[config.mk]
export PLATFORM = sky130hd
export DESIGN_NAME = temp_limit_fault_response
export DESIGN_NICKNAME = d
export VERILOG_FILES = /design/src/temp_limit_pkg.sv /design/src/delay_timer.sv /design/src/temp_limit_fault_response.sv
export VERILOG_INCLUDE_DIRS = /design/src
export SDC_FILE = /design/constraint.sdc
export NUM_CORES = 1
export LEC_CHECK = 0
export ABC_AREA = 1
export BUFFER_PORTS_ARGS = -buffer_cell sky130_fd_sc_hd__buf_2
export CAP_MARGIN = 0
export CORE_MARGIN = 4
export CORE_UTILIZATION = 63
export CTS_CLUSTER_SIZE = 16
export DETAILED_ROUTE_END_ITERATION = 8
export GPL_ROUTABILITY_DRIVEN = 1
export PLACE_DENSITY = 0.82
export SLEW_MARGIN = 10
export SYNTH_ARGS = -nofsm -noshare
export SYNTH_HDL_FRONTEND = slang
export SYNTH_SLANG_ARGS = --single-unit
[constraint.sdc]
create_clock -name clk -period 3.4 [get_ports clk]
set_input_delay 0.34 -clock clk [delete_from_list [all_inputs] [get_ports clk]]
set_output_delay 0.34 -clock clk [all_outputs]
set_load 0.05 [all_outputs]
[src/temp_limit_regs.svh]
`ifndef TEMP_LIMIT_REGS_SVH
`define TEMP_LIMIT_REGS_SVH

// command codes of the limit and response registers
`define TL_OT_WARN_CODE 8'h51
`define TL_UT_WARN_CODE 8'h52
`define TL_UT_FAULT_CODE 8'h53
`define TL_UT_ACTION_CODE 8'h54
`define TL_UNIT_CODE 8'hC8

// fields of the fault action byte
`define TL_RESP_MSB 7
`define TL_RESP_LSB 6
`define TL_RETRY_MSB 5
`define TL_RETRY_LSB 3
`define TL_DELAY_MSB 2
`define TL_DELAY_LSB 0

// response codes
`define TL_RESP_IGNORE 2'h0
`define TL_RESP_DELAY 2'h1
`define TL_RESP_RETRY 2'h2
`define TL_RESP_LATCH 2'h3

// retry field codes
`define TL_RETRY_NONE 3'h0
`define TL_RETRY_ENDLESS 3'h7

// reset values
`define TL_OT_WARN_RST 16'h0000
`define TL_UT_WARN_RST 16'h0000
`define TL_UT_FAULT_RST 16'h0000
`define TL_UT_ACTION_RST 8'hC0
`define TL_UNIT_RST 16'h03E8

// fractional bits of the internal fixed-point temperature
`define TL_FIX_FRAC 16

`endif

[src/temp_limit_pkg.sv]
package temp_limit_pkg;

  // one command from the bus engine
  typedef struct packed {
    logic valid;
    logic write;
    logic [7:0] code;
    logic [15:0] wdata;
  } cmd_req_t;

  // answer to a command
  typedef struct packed {
    logic valid;
    logic err;
    logic [15:0] rdata;
  } cmd_rsp_t;

  // fault response sequencer states
  typedef enum logic [2:0] {
    ST_IDLE,
    ST_RUN,
    ST_DELAY,
    ST_WAIT,
    ST_ATTEMPT,
    ST_LATCHED
  } resp_state_t;

endpackage : temp_limit_pkg

[src/delay_timer.sv]
`timescale 1ns/1ps
module delay_timer #(
  parameter int UNIT_W = 16,
  parameter int CNT_W = 8
) (
  // clock and reset
  input wire logic clk,
  input wire logic rstn,
  // control
  input wire logic start,
  input wire logic stop,
  input wire logic [2:0] exp_sel,
  input wire logic [UNIT_W-1:0] unit_cycles,
  // status
  output logic done
);

  typedef struct packed {
    logic run;
    logic done;
    logic [UNIT_W-1:0] pre;
    logic [CNT_W-1:0] left;
  } tmr_st_t;

  tmr_st_t q, d;
  logic [UNIT_W-1:0] unit_m1;

  // a zero unit length counts as one cycle
  assign unit_m1 = (unit_cycles == '0) ? '0 : unit_cycles - UNIT_W'(1);

  // prescaler over one unit, then 2^n units
  always_comb begin
    d = q;
    d.done = 1'b0;
    if (start) begin
      d.run = 1'b1;
      d.pre = unit_m1;
      d.left = CNT_W'((1 << exp_sel) - 1);
    end else if (stop) begin
      d.run = 1'b0;
    end else if (q.run) begin
      if (q.pre == '0) begin
        d.pre = unit_m1;
        if (q.left == '0) begin
          d.run = 1'b0;
          d.done = 1'b1;
        end else begin
          d.left = q.left - CNT_W'(1);
        end
      end else begin
        d.pre = q.pre - UNIT_W'(1);
      end
    end
  end

  always_ff @(posedge clk or negedge rstn) begin
    if (!rstn) begin
      q <= '0;
    end else begin
      q <= d;
    end
  end

  assign done = q.done;

endmodule : delay_timer

[src/temp_limit_fault_response.sv]
// Functional notes
// - hold over-temperature warning limit at 0x51
// - hold under-temperature warning limit at 0x52
// - hold under-temperature fault limit at 0x53
// - code 00: keep regulating through fault
// - code 01: run for delay, then retry
// - code 10: disable at once, then retry
// - code 11: disable until fault cleared
// - clear, command, reset or off-on clears fault
// - retry 000: no restart, stay off
// - retry 1..6: that many attempts, then off
// - attempts spaced start to start by delay
// - retry 111: retry until commanded off
// - delay field n means 2^n units
// - delay unit length from register 0xC8
`timescale 1ns/1ps
`include "temp_limit_regs.svh"
module temp_limit_fault_response
  import temp_limit_pkg::*;
#(
  parameter int UNIT_W = 16
) (
  // clock and reset
  input wire logic clk,
  input wire logic rstn,
  // command port from the bus engine
  input wire cmd_req_t cmd,
  output cmd_rsp_t rsp,
  // temperature sample, linear format
  input wire logic [15:0] temp_code,
  input wire logic temp_valid,
  // output on/off commands and fault clearing
  input wire logic ctrl_on,
  input wire logic op_on,
  input wire logic clear_faults,
  input wire logic status_clr,
  // power stage and status
  output logic output_en,
  output logic ut_fault_flag,
  output logic ut_warn_flag,
  output logic ot_warn_flag,
  output logic [2:0] retry_count
);

  typedef struct packed {
    resp_state_t fsm;
    logic [15:0] ot_warn;
    logic [15:0] ut_warn;
    logic [15:0] ut_fault;
    logic [7:0] action;
    logic [UNIT_W-1:0] unit;
    cmd_rsp_t rsp;
    logic out_en;
    logic fault_lvl;
    logic otw_lvl;
    logic utw_lvl;
    logic fault_flag;
    logic otw_flag;
    logic utw_flag;
    logic [2:0] tries;
  } st_t;

  st_t q, d;
  logic tmr_start;
  logic tmr_stop;
  logic tmr_done;
  logic run_req;
  logic clr;
  logic do_shut;
  logic [1:0] resp_mode;
  logic [2:0] retries;
  logic [2:0] delay_sel;
  logic signed [47:0] t_fix;

  // linear format to signed fixed point with fixed fraction bits
  function automatic logic signed [47:0] lin_to_fix(input logic [15:0] v);
    logic signed [10:0] m;
    logic [4:0] sh;
    logic signed [47:0] mx;
    m = v[10:0];
    sh = {~v[15], v[14:11]};
    mx = 48'(m);
    lin_to_fix = mx <<< sh;
  endfunction : lin_to_fix

  // action byte fields
  assign resp_mode = q.action[`TL_RESP_MSB:`TL_RESP_LSB];
  assign retries = q.action[`TL_RETRY_MSB:`TL_RETRY_LSB];
  assign delay_sel = q.action[`TL_DELAY_MSB:`TL_DELAY_LSB];
  assign run_req = ctrl_on & op_on;
  assign clr = clear_faults | status_clr;
  assign t_fix = lin_to_fix(temp_code);

  delay_timer #(
    .UNIT_W(UNIT_W),
    .CNT_W(8)
  ) u_timer (
    .clk(clk),
    .rstn(rstn),
    .start(tmr_start),
    .stop(tmr_stop),
    .exp_sel(delay_sel),
    .unit_cycles(q.unit),
    .done(tmr_done)
  );

  always_comb begin
    d = q;
    tmr_start = 1'b0;
    tmr_stop = 1'b0;
    do_shut = 1'b0;

    // command decode and one-cycle answer
    d.rsp.valid = cmd.valid;
    d.rsp.err = 1'b0;
    d.rsp.rdata = 16'h0000;
    if (cmd.valid) begin
      unique case (cmd.code)
        `TL_OT_WARN_CODE: begin
          d.rsp.rdata = q.ot_warn;
          if (cmd.write) d.ot_warn = cmd.wdata;
        end
        `TL_UT_WARN_CODE: begin
          d.rsp.rdata = q.ut_warn;
          if (cmd.write) d.ut_warn = cmd.wdata;
        end
        `TL_UT_FAULT_CODE: begin
          d.rsp.rdata = q.ut_fault;
          if (cmd.write) d.ut_fault = cmd.wdata;
        end
        `TL_UT_ACTION_CODE: begin
          d.rsp.rdata = {8'h00, q.action};
          if (cmd.write) d.action = cmd.wdata[7:0];
        end
        `TL_UNIT_CODE: begin
          d.rsp.rdata = 16'(q.unit);
          if (cmd.write) d.unit = UNIT_W'(cmd.wdata);
        end
        default: begin
          d.rsp.err = 1'b1;
        end
      endcase
    end

    if (temp_valid) begin
      d.otw_lvl = t_fix > lin_to_fix(q.ot_warn);
      d.utw_lvl = t_fix < lin_to_fix(q.ut_warn);
      d.fault_lvl = t_fix < lin_to_fix(q.ut_fault);
    end

    // sticky flags, set wins over clear
    d.fault_flag = q.fault_lvl | (q.fault_flag & ~clr & run_req);
    d.otw_flag = q.otw_lvl | (q.otw_flag & ~clr);
    d.utw_flag = q.utw_lvl | (q.utw_flag & ~clr);

    if (!run_req) begin
      d.fsm = ST_IDLE;
      d.out_en = 1'b0;
      d.tries = 3'h0;
      tmr_stop = 1'b1;
    end else begin
      unique case (q.fsm)
        ST_IDLE: begin
          d.fsm = ST_RUN;
          d.out_en = 1'b1;
        end
        ST_RUN: begin
          if (q.fault_lvl) begin
            unique case (resp_mode)
              `TL_RESP_IGNORE: d.fsm = ST_RUN;
              `TL_RESP_DELAY: begin
                d.fsm = ST_DELAY;
                tmr_start = 1'b1;
              end
              `TL_RESP_RETRY: do_shut = 1'b1;
              `TL_RESP_LATCH: begin
                d.fsm = ST_LATCHED;
                d.out_en = 1'b0;
              end
            endcase
          end
        end
        ST_DELAY: begin
          if (!q.fault_lvl) begin
            d.fsm = ST_RUN;
            tmr_stop = 1'b1;
          end else if (tmr_done) begin
            do_shut = 1'b1;
          end
        end
        ST_WAIT: begin
          if (tmr_done) begin
            if (retries == `TL_RETRY_ENDLESS || q.tries < retries) begin
              d.tries = (q.tries == 3'h7) ? q.tries : q.tries + 3'h1;
              d.out_en = 1'b1;
              d.fsm = ST_ATTEMPT;
              tmr_start = 1'b1;
            end else begin
              d.fsm = ST_LATCHED;
            end
          end
        end
        ST_ATTEMPT: begin
          if (q.fault_lvl) begin
            // failed attempt, timer keeps running
            d.out_en = 1'b0;
            d.fsm = ST_WAIT;
          end else if (tmr_done) begin
            d.fsm = ST_RUN;
            d.tries = 3'h0;
          end
        end
        ST_LATCHED: begin
          if (clr) begin
            d.fsm = ST_RUN;
            d.out_en = 1'b1;
            d.tries = 3'h0;
          end
        end
        // illegal state codes fall back to idle
        default: begin
          d.fsm = ST_IDLE;
          d.out_en = 1'b0;
        end
      endcase
    end

    // shutdown with retry decision
    if (do_shut) begin
      d.out_en = 1'b0;
      d.tries = 3'h0;
      if (retries == `TL_RETRY_NONE) begin
        d.fsm = ST_LATCHED;
      end else begin
        d.fsm = ST_WAIT;
        tmr_start = 1'b1;
      end
    end
  end

  // state register
  always_ff @(posedge clk or negedge rstn) begin
    if (!rstn) begin
      q <= '0;
      q.fsm <= ST_IDLE;
      q.ot_warn <= `TL_OT_WARN_RST;
      q.ut_warn <= `TL_UT_WARN_RST;
      q.ut_fault <= `TL_UT_FAULT_RST;
      q.action <= `TL_UT_ACTION_RST;
      q.unit <= UNIT_W'(`TL_UNIT_RST);
    end else begin
      q <= d;
    end
  end

  // outputs straight from the state register
  assign rsp = q.rsp;
  assign output_en = q.out_en;
  assign ut_fault_flag = q.fault_flag;
  assign ut_warn_flag = q.utw_flag;
  assign ot_warn_flag = q.otw_flag;
  assign retry_count = q.tries;

endmodule : temp_limit_fault_response

==> results of run 1 <==
[area by class of cell]
| class | instances | area (µm²) |
|---|---|---|
| well taps | 270 | 338 |
| repair buffers | 146 | 941 |
| inverters | 213 | 808 |
| clock buffers | 18 | 439 |
| fillers | 1758 | 5870 |
| flip-flops and latches | 129 | 3240 |
| clock inverters | 13 | 115 |
| multi-input cells | 1527 | 8540 |
[power by group]
part	total, µW	internal, µW	switching (µW)
Clock	1750	1020	732
Sequential	1680	1610	74.6
Combinational	1450	508	937
[synthesized netlist by cell type, types with 23 or more instances]
cell type    n
a21oi_1    121
clkbuf_1    67
dfrtp_1    121
ha_1       138
inv_1      196
mux2i_1     23
nand2_1    458
nand3_1     81
nand4_1     30
nor2_1     146
o21ai_0    332
or2_2       26
[flip-flops by register name (all words and copies together), names as in the netlist]
name           cells
rsp               18
delay_sel          3
ot_warn_flag       1
retry_count        3
u_timer.q         25
q                 75
u_timer.done       1
ut_fault_flag      1
output_en          1
ut_warn_flag       1
[timing repair]
item                                    CTS  global route
resized for setup                         0            16
hold buffers                              1             0
setup buffers                             0             2
hold endpoints to repair                 36             0
endpoints found under the setup margin    0             3
[worst reg2reg max path, stage by stage (launching register included)]
cell	delay, ns
dfrtp_2	0.46
buf_12	0.16
o21ai_1	0.18
o21ai_0	0.14
or2_2	0.30
o21ai_1	0.11
o21ai_0	0.14
or2_2	0.31
ha_1	0.29
a21oi_1	0.15
o21ai_0	0.09
nand3_1	0.07
a21oi_1	0.07
a211oi_1	0.17
nand2_1	0.17
nand2_1	0.15
nand2_1	0.07
nand2_1	0.06
nand2_1	0.04
nand2_1	0.05
nand2_1	0.04
[logic make-up after synthesis]
logic type / synth area share
simple gates: 0.259
compound gates: 0.227
buf+inv: 0.0995
fa+ha+maj: 0.132
flops: 0.248
xor+xnor: 0.0161
mux: 0.0176
[worst paths after layout]
path | startpoint | to | depth (start not counted)
max | q[63]$_DFFE_PN0P_ | q[8]$_DFFE_PN0P_ | 20
min | cmd[25] | rsp[17]$_DFF_PN0_ | 1
max in group asynchronous | rstn | q[63]$_DFFE_PN0P_ | 3
min reg2reg | ot_warn_flag$_DFF_PN0_ | ot_warn_flag$_DFF_PN0_ | 1
min in group asynchronous | rstn | retry_count[1]$_DFFE_PN0P_ | 2
max reg2reg | q[63]$_DFFE_PN0P_ | q[8]$_DFFE_PN0P_ | 20
[through the flow]
step | setup slack (ns) | TNS (ns) | cell area, µm² | util
final | 0.0935 | 0 | 14400 | 0.711
after global routing | -0.125 | -0.125 | 14400 | 0.711
after CTS | 0.00151 | 0 | 14400 | 0.708
after detailed placement | -0.151 | -0.411 | 13800 | 0.680
after global placement | -0.0858 | -0.172 | 13800 | 0.680
after floorplan | 0.568 | 0 | 13000 | -
[routing by layer]
| layer | wire length [µm] | track usage | part of all wire |
|---|---|---|---|
| met1 | 18500 | 0.518 | 0.43 |
| met2 | 18100 | 0.528 | 0.42 |
| met3 | 5100 | 0.0922 | 0.12 |
| met4 | 1220 | 0.0993 | 0.028 |
| met5 | 0 | 0 | 0 |
==> impl_metrics.csv, run 1 <==
group,metric,value,unit
status,status,"finished clean",
job,drv_cap,0,
routing,viasPerCell,6.06,
finish,antenna_cells,0,
global_route,grt.total_usage,0.357,
sta,worst_pin_slew,1.05,ns
setup_path,crit_family,"simple AND/OR/NAND/NOR gates",
setup_path,rrSetupSlack,0.09,ns
sta,timing.final.hold_violations,0,
power_and_ir_drop,p_per_area,338,nW/µm²
sta,hold_ws,0.0964,ns
sta,rsz0062_at_grt,"true",
global_route,antenna_found_initial,1,
setup_path,critPathKind,"flop to flop",
die,io_pins,74,
routing,drc,0,
min_path,min_path_type,"primary input to flop",
synthesis,yosysWarnings,0,
sta,max_freq,302,MHz
routing,drtAntennaViolNets,0,
global_route,grt.overflow.total,0,
cts,h-tree-depth,4,
power_and_ir_drop,p_leak,0.00702,µW
setup_path,critical-path-slowest-cell,"dfrtp_2",
synthesis,yosysTopAreaCell,"dfrtp_1",
finish,drive_gt1_frac,0.118,
power_and_ir_drop,peakVddDrop,0.000407,V
die,dieArea,23100,µm²
sta,period_needed,3.31,ns
routing,drt_wl_total,42.9,mm
die,dieHeight,152,µm
cts,cts_buffers,17,
setup_path,cp_common_cell,"nand2_1",
die,die_w,152,µm
cts,ctsLongestPathBuffers,2,
place,place_inst,2282,
setup_path,crit_fanout,17,
synthesis,ys_ff_latch,129,
setup_path,crit_arrival,3.63,ns
setup_path,cp_data_required_time,3.72,ns
place,port_buffers,73,
routing,num_vias,14000,
global_route,grt_pass1_vias,12600,
sta,drv_slew,0,
finish,final_common_cell,"nand2_1",
synthesis,async_flop_share,1.00,
die,initial_core_util,0.643,
synthesis,ys_types,50,
routing,drt_iter0_drc,1626,
synthesis,avgSynthCellArea,6.62,µm²
finish,final_cell_mix,"nand2_1 (458), o21ai_0 (326), inv_1 (195), nor2_1 (146), ha_1 (138)",
die,rows,52,
sta,setup_violations,0,
setup_path,path_cells,"buf_12, o21ai_1, o21ai_0, or2_2, o21ai_1, o21ai_0, or2_2, ha_1, a21oi_1, o21ai_0, nand3_1, a21oi_1, a211oi_1, nand2_1, nand2_1, nand2_1, nand2_1, nand2_1, nand2_1, nand2_1",
sta,clock_skew,0.0124,ns
cts,cts_tree,"done",
global_route,grt_pass1_wl,67.0,mm
synthesis,ys_top_cells_by_area,"dfrtp_1 (23%), ha_1 (13%), nand2_1 (13%), o21ai_0 (13%), inv_1 (5.6%)",
routing,routedWlPerCell,18.5,µm
setup_path,cpPeakStageDelay,0.46,ns
finish,fin_cells,2316,
power_and_ir_drop,total_power,4880,µW
synthesis,syn-cell-area,13000,µm²
place,gp_congestion,1.01,
setup_path,crit_buf_inv,1,
synthesis,synth_edf_count,0,
sta,period_share,0.973,
synthesis,synthFlopType,"dfrtp_1",
synthesis,postSynthCellCount,1971,
sta,relSlewSlack,0.299,
synthesis,seq_area_frac_synth,0.248,
setup_path,worstSetupEndpointType,"flop",
finish,final_nets,2221,
global_route,grt_max_degree,92,
setup_path,start_kind,"flop",
place,hpwlAfterDp,34.1,mm
finish,area_delta_synth_final,10.6,%
routing,dr.pass1.iters,9,
synthesis,netlist.area_leader.share,0.232,
cts,clkSinkCount,129,
cts,ctsRootBufferMaster,"clkbuf_16",
cts,clk_latency,0.42,ns
synthesis,syn_nets,2158,
cts,path_clk_slew,0.07,ns
die,coreArea,20300,µm²
Note: power is estimated with default switching activity, not from simulation.
==> inputs of run 2 (changes only) <==
--- a/config.mk
+++ b/config.mk
@@ -15,6 +15,7 @@
 export DETAILED_ROUTE_END_ITERATION = 8
 export GPL_ROUTABILITY_DRIVEN = 1
 export PLACE_DENSITY = 0.82
+export REMOVE_ABC_BUFFERS = 1
 export SLEW_MARGIN = 10
 export SYNTH_ARGS = -nofsm -noshare
 export SYNTH_HDL_FRONTEND = slang
==> impl_metrics.csv, run 2 (same netlist as run 1, synthesis figures left out) <==
group,metric,value,unit
routing,num_vias,14300,
cts,clk_latency,0.43,ns
sta,period_share,0.950,
finish,largest_reg_flops,75,
cts,cts_tree,"done",
cts,path_clk_slew,0.06,ns
sta,worst_pin_slew,1.03,ns
routing,dr.pass1.iters,5,
setup_path,worstSetupEndpointType,"flop",
die,rows,52,
job,drv_cap,0,
place,port_buffers,73,
finish,final_common_cell,"nand2_1",
finish,post-route-util,0.720,
setup_path,crit_fanout,6,
die,dieHeight,152,µm
finish,final_nets,2239,
sta,max_freq,310,MHz
power_and_ir_drop,p_per_area,342,nW/µm²
setup_path,r2r-start,"q[95]$_DFFE_PN0P_",
sta,relSlewSlack,0.314,
finish,antenna_cells,0,
power_and_ir_drop,total_power,4990,µW
die,coreArea,20300,µm²
min_path,holdPathEnd,"rsp[17]$_DFF_PN0_",
die,io_pins,74,
routing,drt_wl_total,42.0,mm
sta,setup_violations,0,
die,initial_core_util,0.643,
cts,ctsLongestPathBuffers,2,
place,gp_congestion,1.00,
finish,final_cell_mix,"nand2_1 (458), o21ai_0 (311), inv_1 (193), nor2_1 (146), ha_1 (138)",
sta,drv_slew,0,
global_route,grt_pass1_wl,66.4,mm
global_route,grt.overflow.total,0,
setup_path,crit_arrival,3.59,ns
setup_path,critPathKind,"flop to flop",
cts,clkSinkCount,129,
routing,drtAntennaViolNets,0,
min_path,min_path_type,"primary input to flop",
power_and_ir_drop,p_leak,0.00711,µW
sta,clock_skew,0.0126,ns
sta,period_needed,3.23,ns
finish,area_delta_synth_final,12.0,%
place,place_inst,2295,
routing,drc,0,
global_route,grt_max_degree,55,
setup_path,cp_data_required_time,3.76,ns
setup_path,rrSetupSlack,0.17,ns
setup_path,reg2regPathDepth,22,
die,dieArea,23100,µm²
global_route,grt.total_usage,0.350,
min_path,hp-start,"cmd[25]",
power_and_ir_drop,peakVddDrop,0.000419,V
cts,cts_buffers,17,
routing,drt_iter0_drc,1345,
global_route,antenna_found_initial,0,
cts,ctsRootBufferMaster,"clkbuf_16",
setup_path,start_kind,"flop",
die,die_w,152,µm
min_path,holdPathStages,1,
routing,viasPerCell,6.12,
finish,top_register,"q",
routing,routedWlPerCell,18.0,µm
finish,fin_cells,2334,
status,status,"finished clean",
sta,timing.final.hold_violations,0,
cts,h-tree-depth,4,
finish,drive_gt1_frac,0.129,
place,hpwlAfterDp,32.9,mm
setup_path,reg2reg_to,"q[7]$_DFFE_PN0P_",
global_route,grt_pass1_vias,13000,
run 2: changes by cell type in the layout (fill, tap and decap cells not counted), moves of 2 or more:
cell and delta:
buf_4 +17, o21ai_0 -15, o21ai_1 +14, inv_1 -2
run 2: per-stage QoR:
| stage | instance area [µm²] | hold WS (ns) | setup TNS [ns] | setup WS (ns) |
|---|---|---|---|---|
| final | 14600 | 0.0758 | 0 | 0.170 |
| after global routing | 14600 | 0.0713 | -0.0245 | -0.0245 |
| after CTS | 14500 | 0.0688 | 0 | 0.0263 |
| after detailed placement | 13900 | 0.445 | 0 | 0.00725 |
| after global placement | 13900 | 0.433 | -0.0988 | -0.0514 |
| after floorplan | 12600 | 0.0444 | 0 | 0.517 |
run 2: cell type report:
| type | instances | area [µm²] |
|---|---|---|
| repair inverters | 1 | 7.51 |
| flip-flops and latches | 129 | 3240 |
| well taps | 270 | 338 |
| inverters | 213 | 812 |
| repair buffers | 163 | 1070 |
| clock inverters | 12 | 133 |
| multi-input cells | 1527 | 8560 |
| fillers | 1750 | 5690 |
| clock buffers | 19 | 453 |
run 2: per-layer routing:
| layer | part of all wire | global-route usage | vias to the layer above |
|---|---|---|---|
| met3 | 0.12 | 0.0870 | 124 |
| met5 | 0 | 0 | - |
| met2 | 0.43 | 0.523 | 803 |
| met4 | 0.036 | 0.115 | 0 |
| met1 | 0.42 | 0.498 | 6537 |
| li1 | - | - | 6828 |
run 2: power breakdown:
| part | total [µW] | switching (µW) | internal (µW) |
|---|---|---|---|
| Sequential | 1680 | 76.5 | 1610 |
| Combinational | 1460 | 941 | 522 |
| Clock | 1850 | 734 | 1120 |
| Total | 4990 | 1750 | 3240 |
run 2: worst max path at each step:
stage                      start               end  slack (ns)
4_1_cts        q[63]$_DFFE_PN0P_  q[8]$_DFFE_PN0P_        0.03
6_report       q[95]$_DFFE_PN0P_  q[7]$_DFFE_PN0P_        0.17
2_1_floorplan  q[63]$_DFFE_PN0P_  q[8]$_DFFE_PN0P_        0.52
3_5_place_dp       temp_code[11]  q[6]$_DFFE_PN0P_       0.007
5_1_grt        q[95]$_DFFE_PN0P_  q[7]$_DFFE_PN0P_       -0.02
3_3_place_gp       temp_code[11]  q[8]$_DFFE_PN0P_       -0.05
run 2: what timing repair did:
action | in CTS | in global routing
hold buffers | 1 | 0
resized for setup | 0 | 42
endpoints found under the setup margin | 0 | 3
hold endpoints to repair | 10 | 0
buffers inserted | 0 | 6
run 2: critical path: stages, from the launching register on:
cell and delay [ns]:
dfrtp_2 0.43, buf_4 0.15, nand2_1 0.04, o21ai_0 0.10
buf_4 0.16, inv_1 0.04, nand2_1 0.04, o21ai_0 0.12
mux2i_1 0.29, nand2_1 0.09, nand2_1 0.06, o21ai_0 0.20
ha_1 0.39, nand2_1 0.14, o21ai_0 0.20, a21oi_1 0.06
o211ai_1 0.16, nand2_1 0.10, nand3_1 0.09, nand2_1 0.06
nand2_1 0.06, nand3_1 0.11, nand2_1 0.08
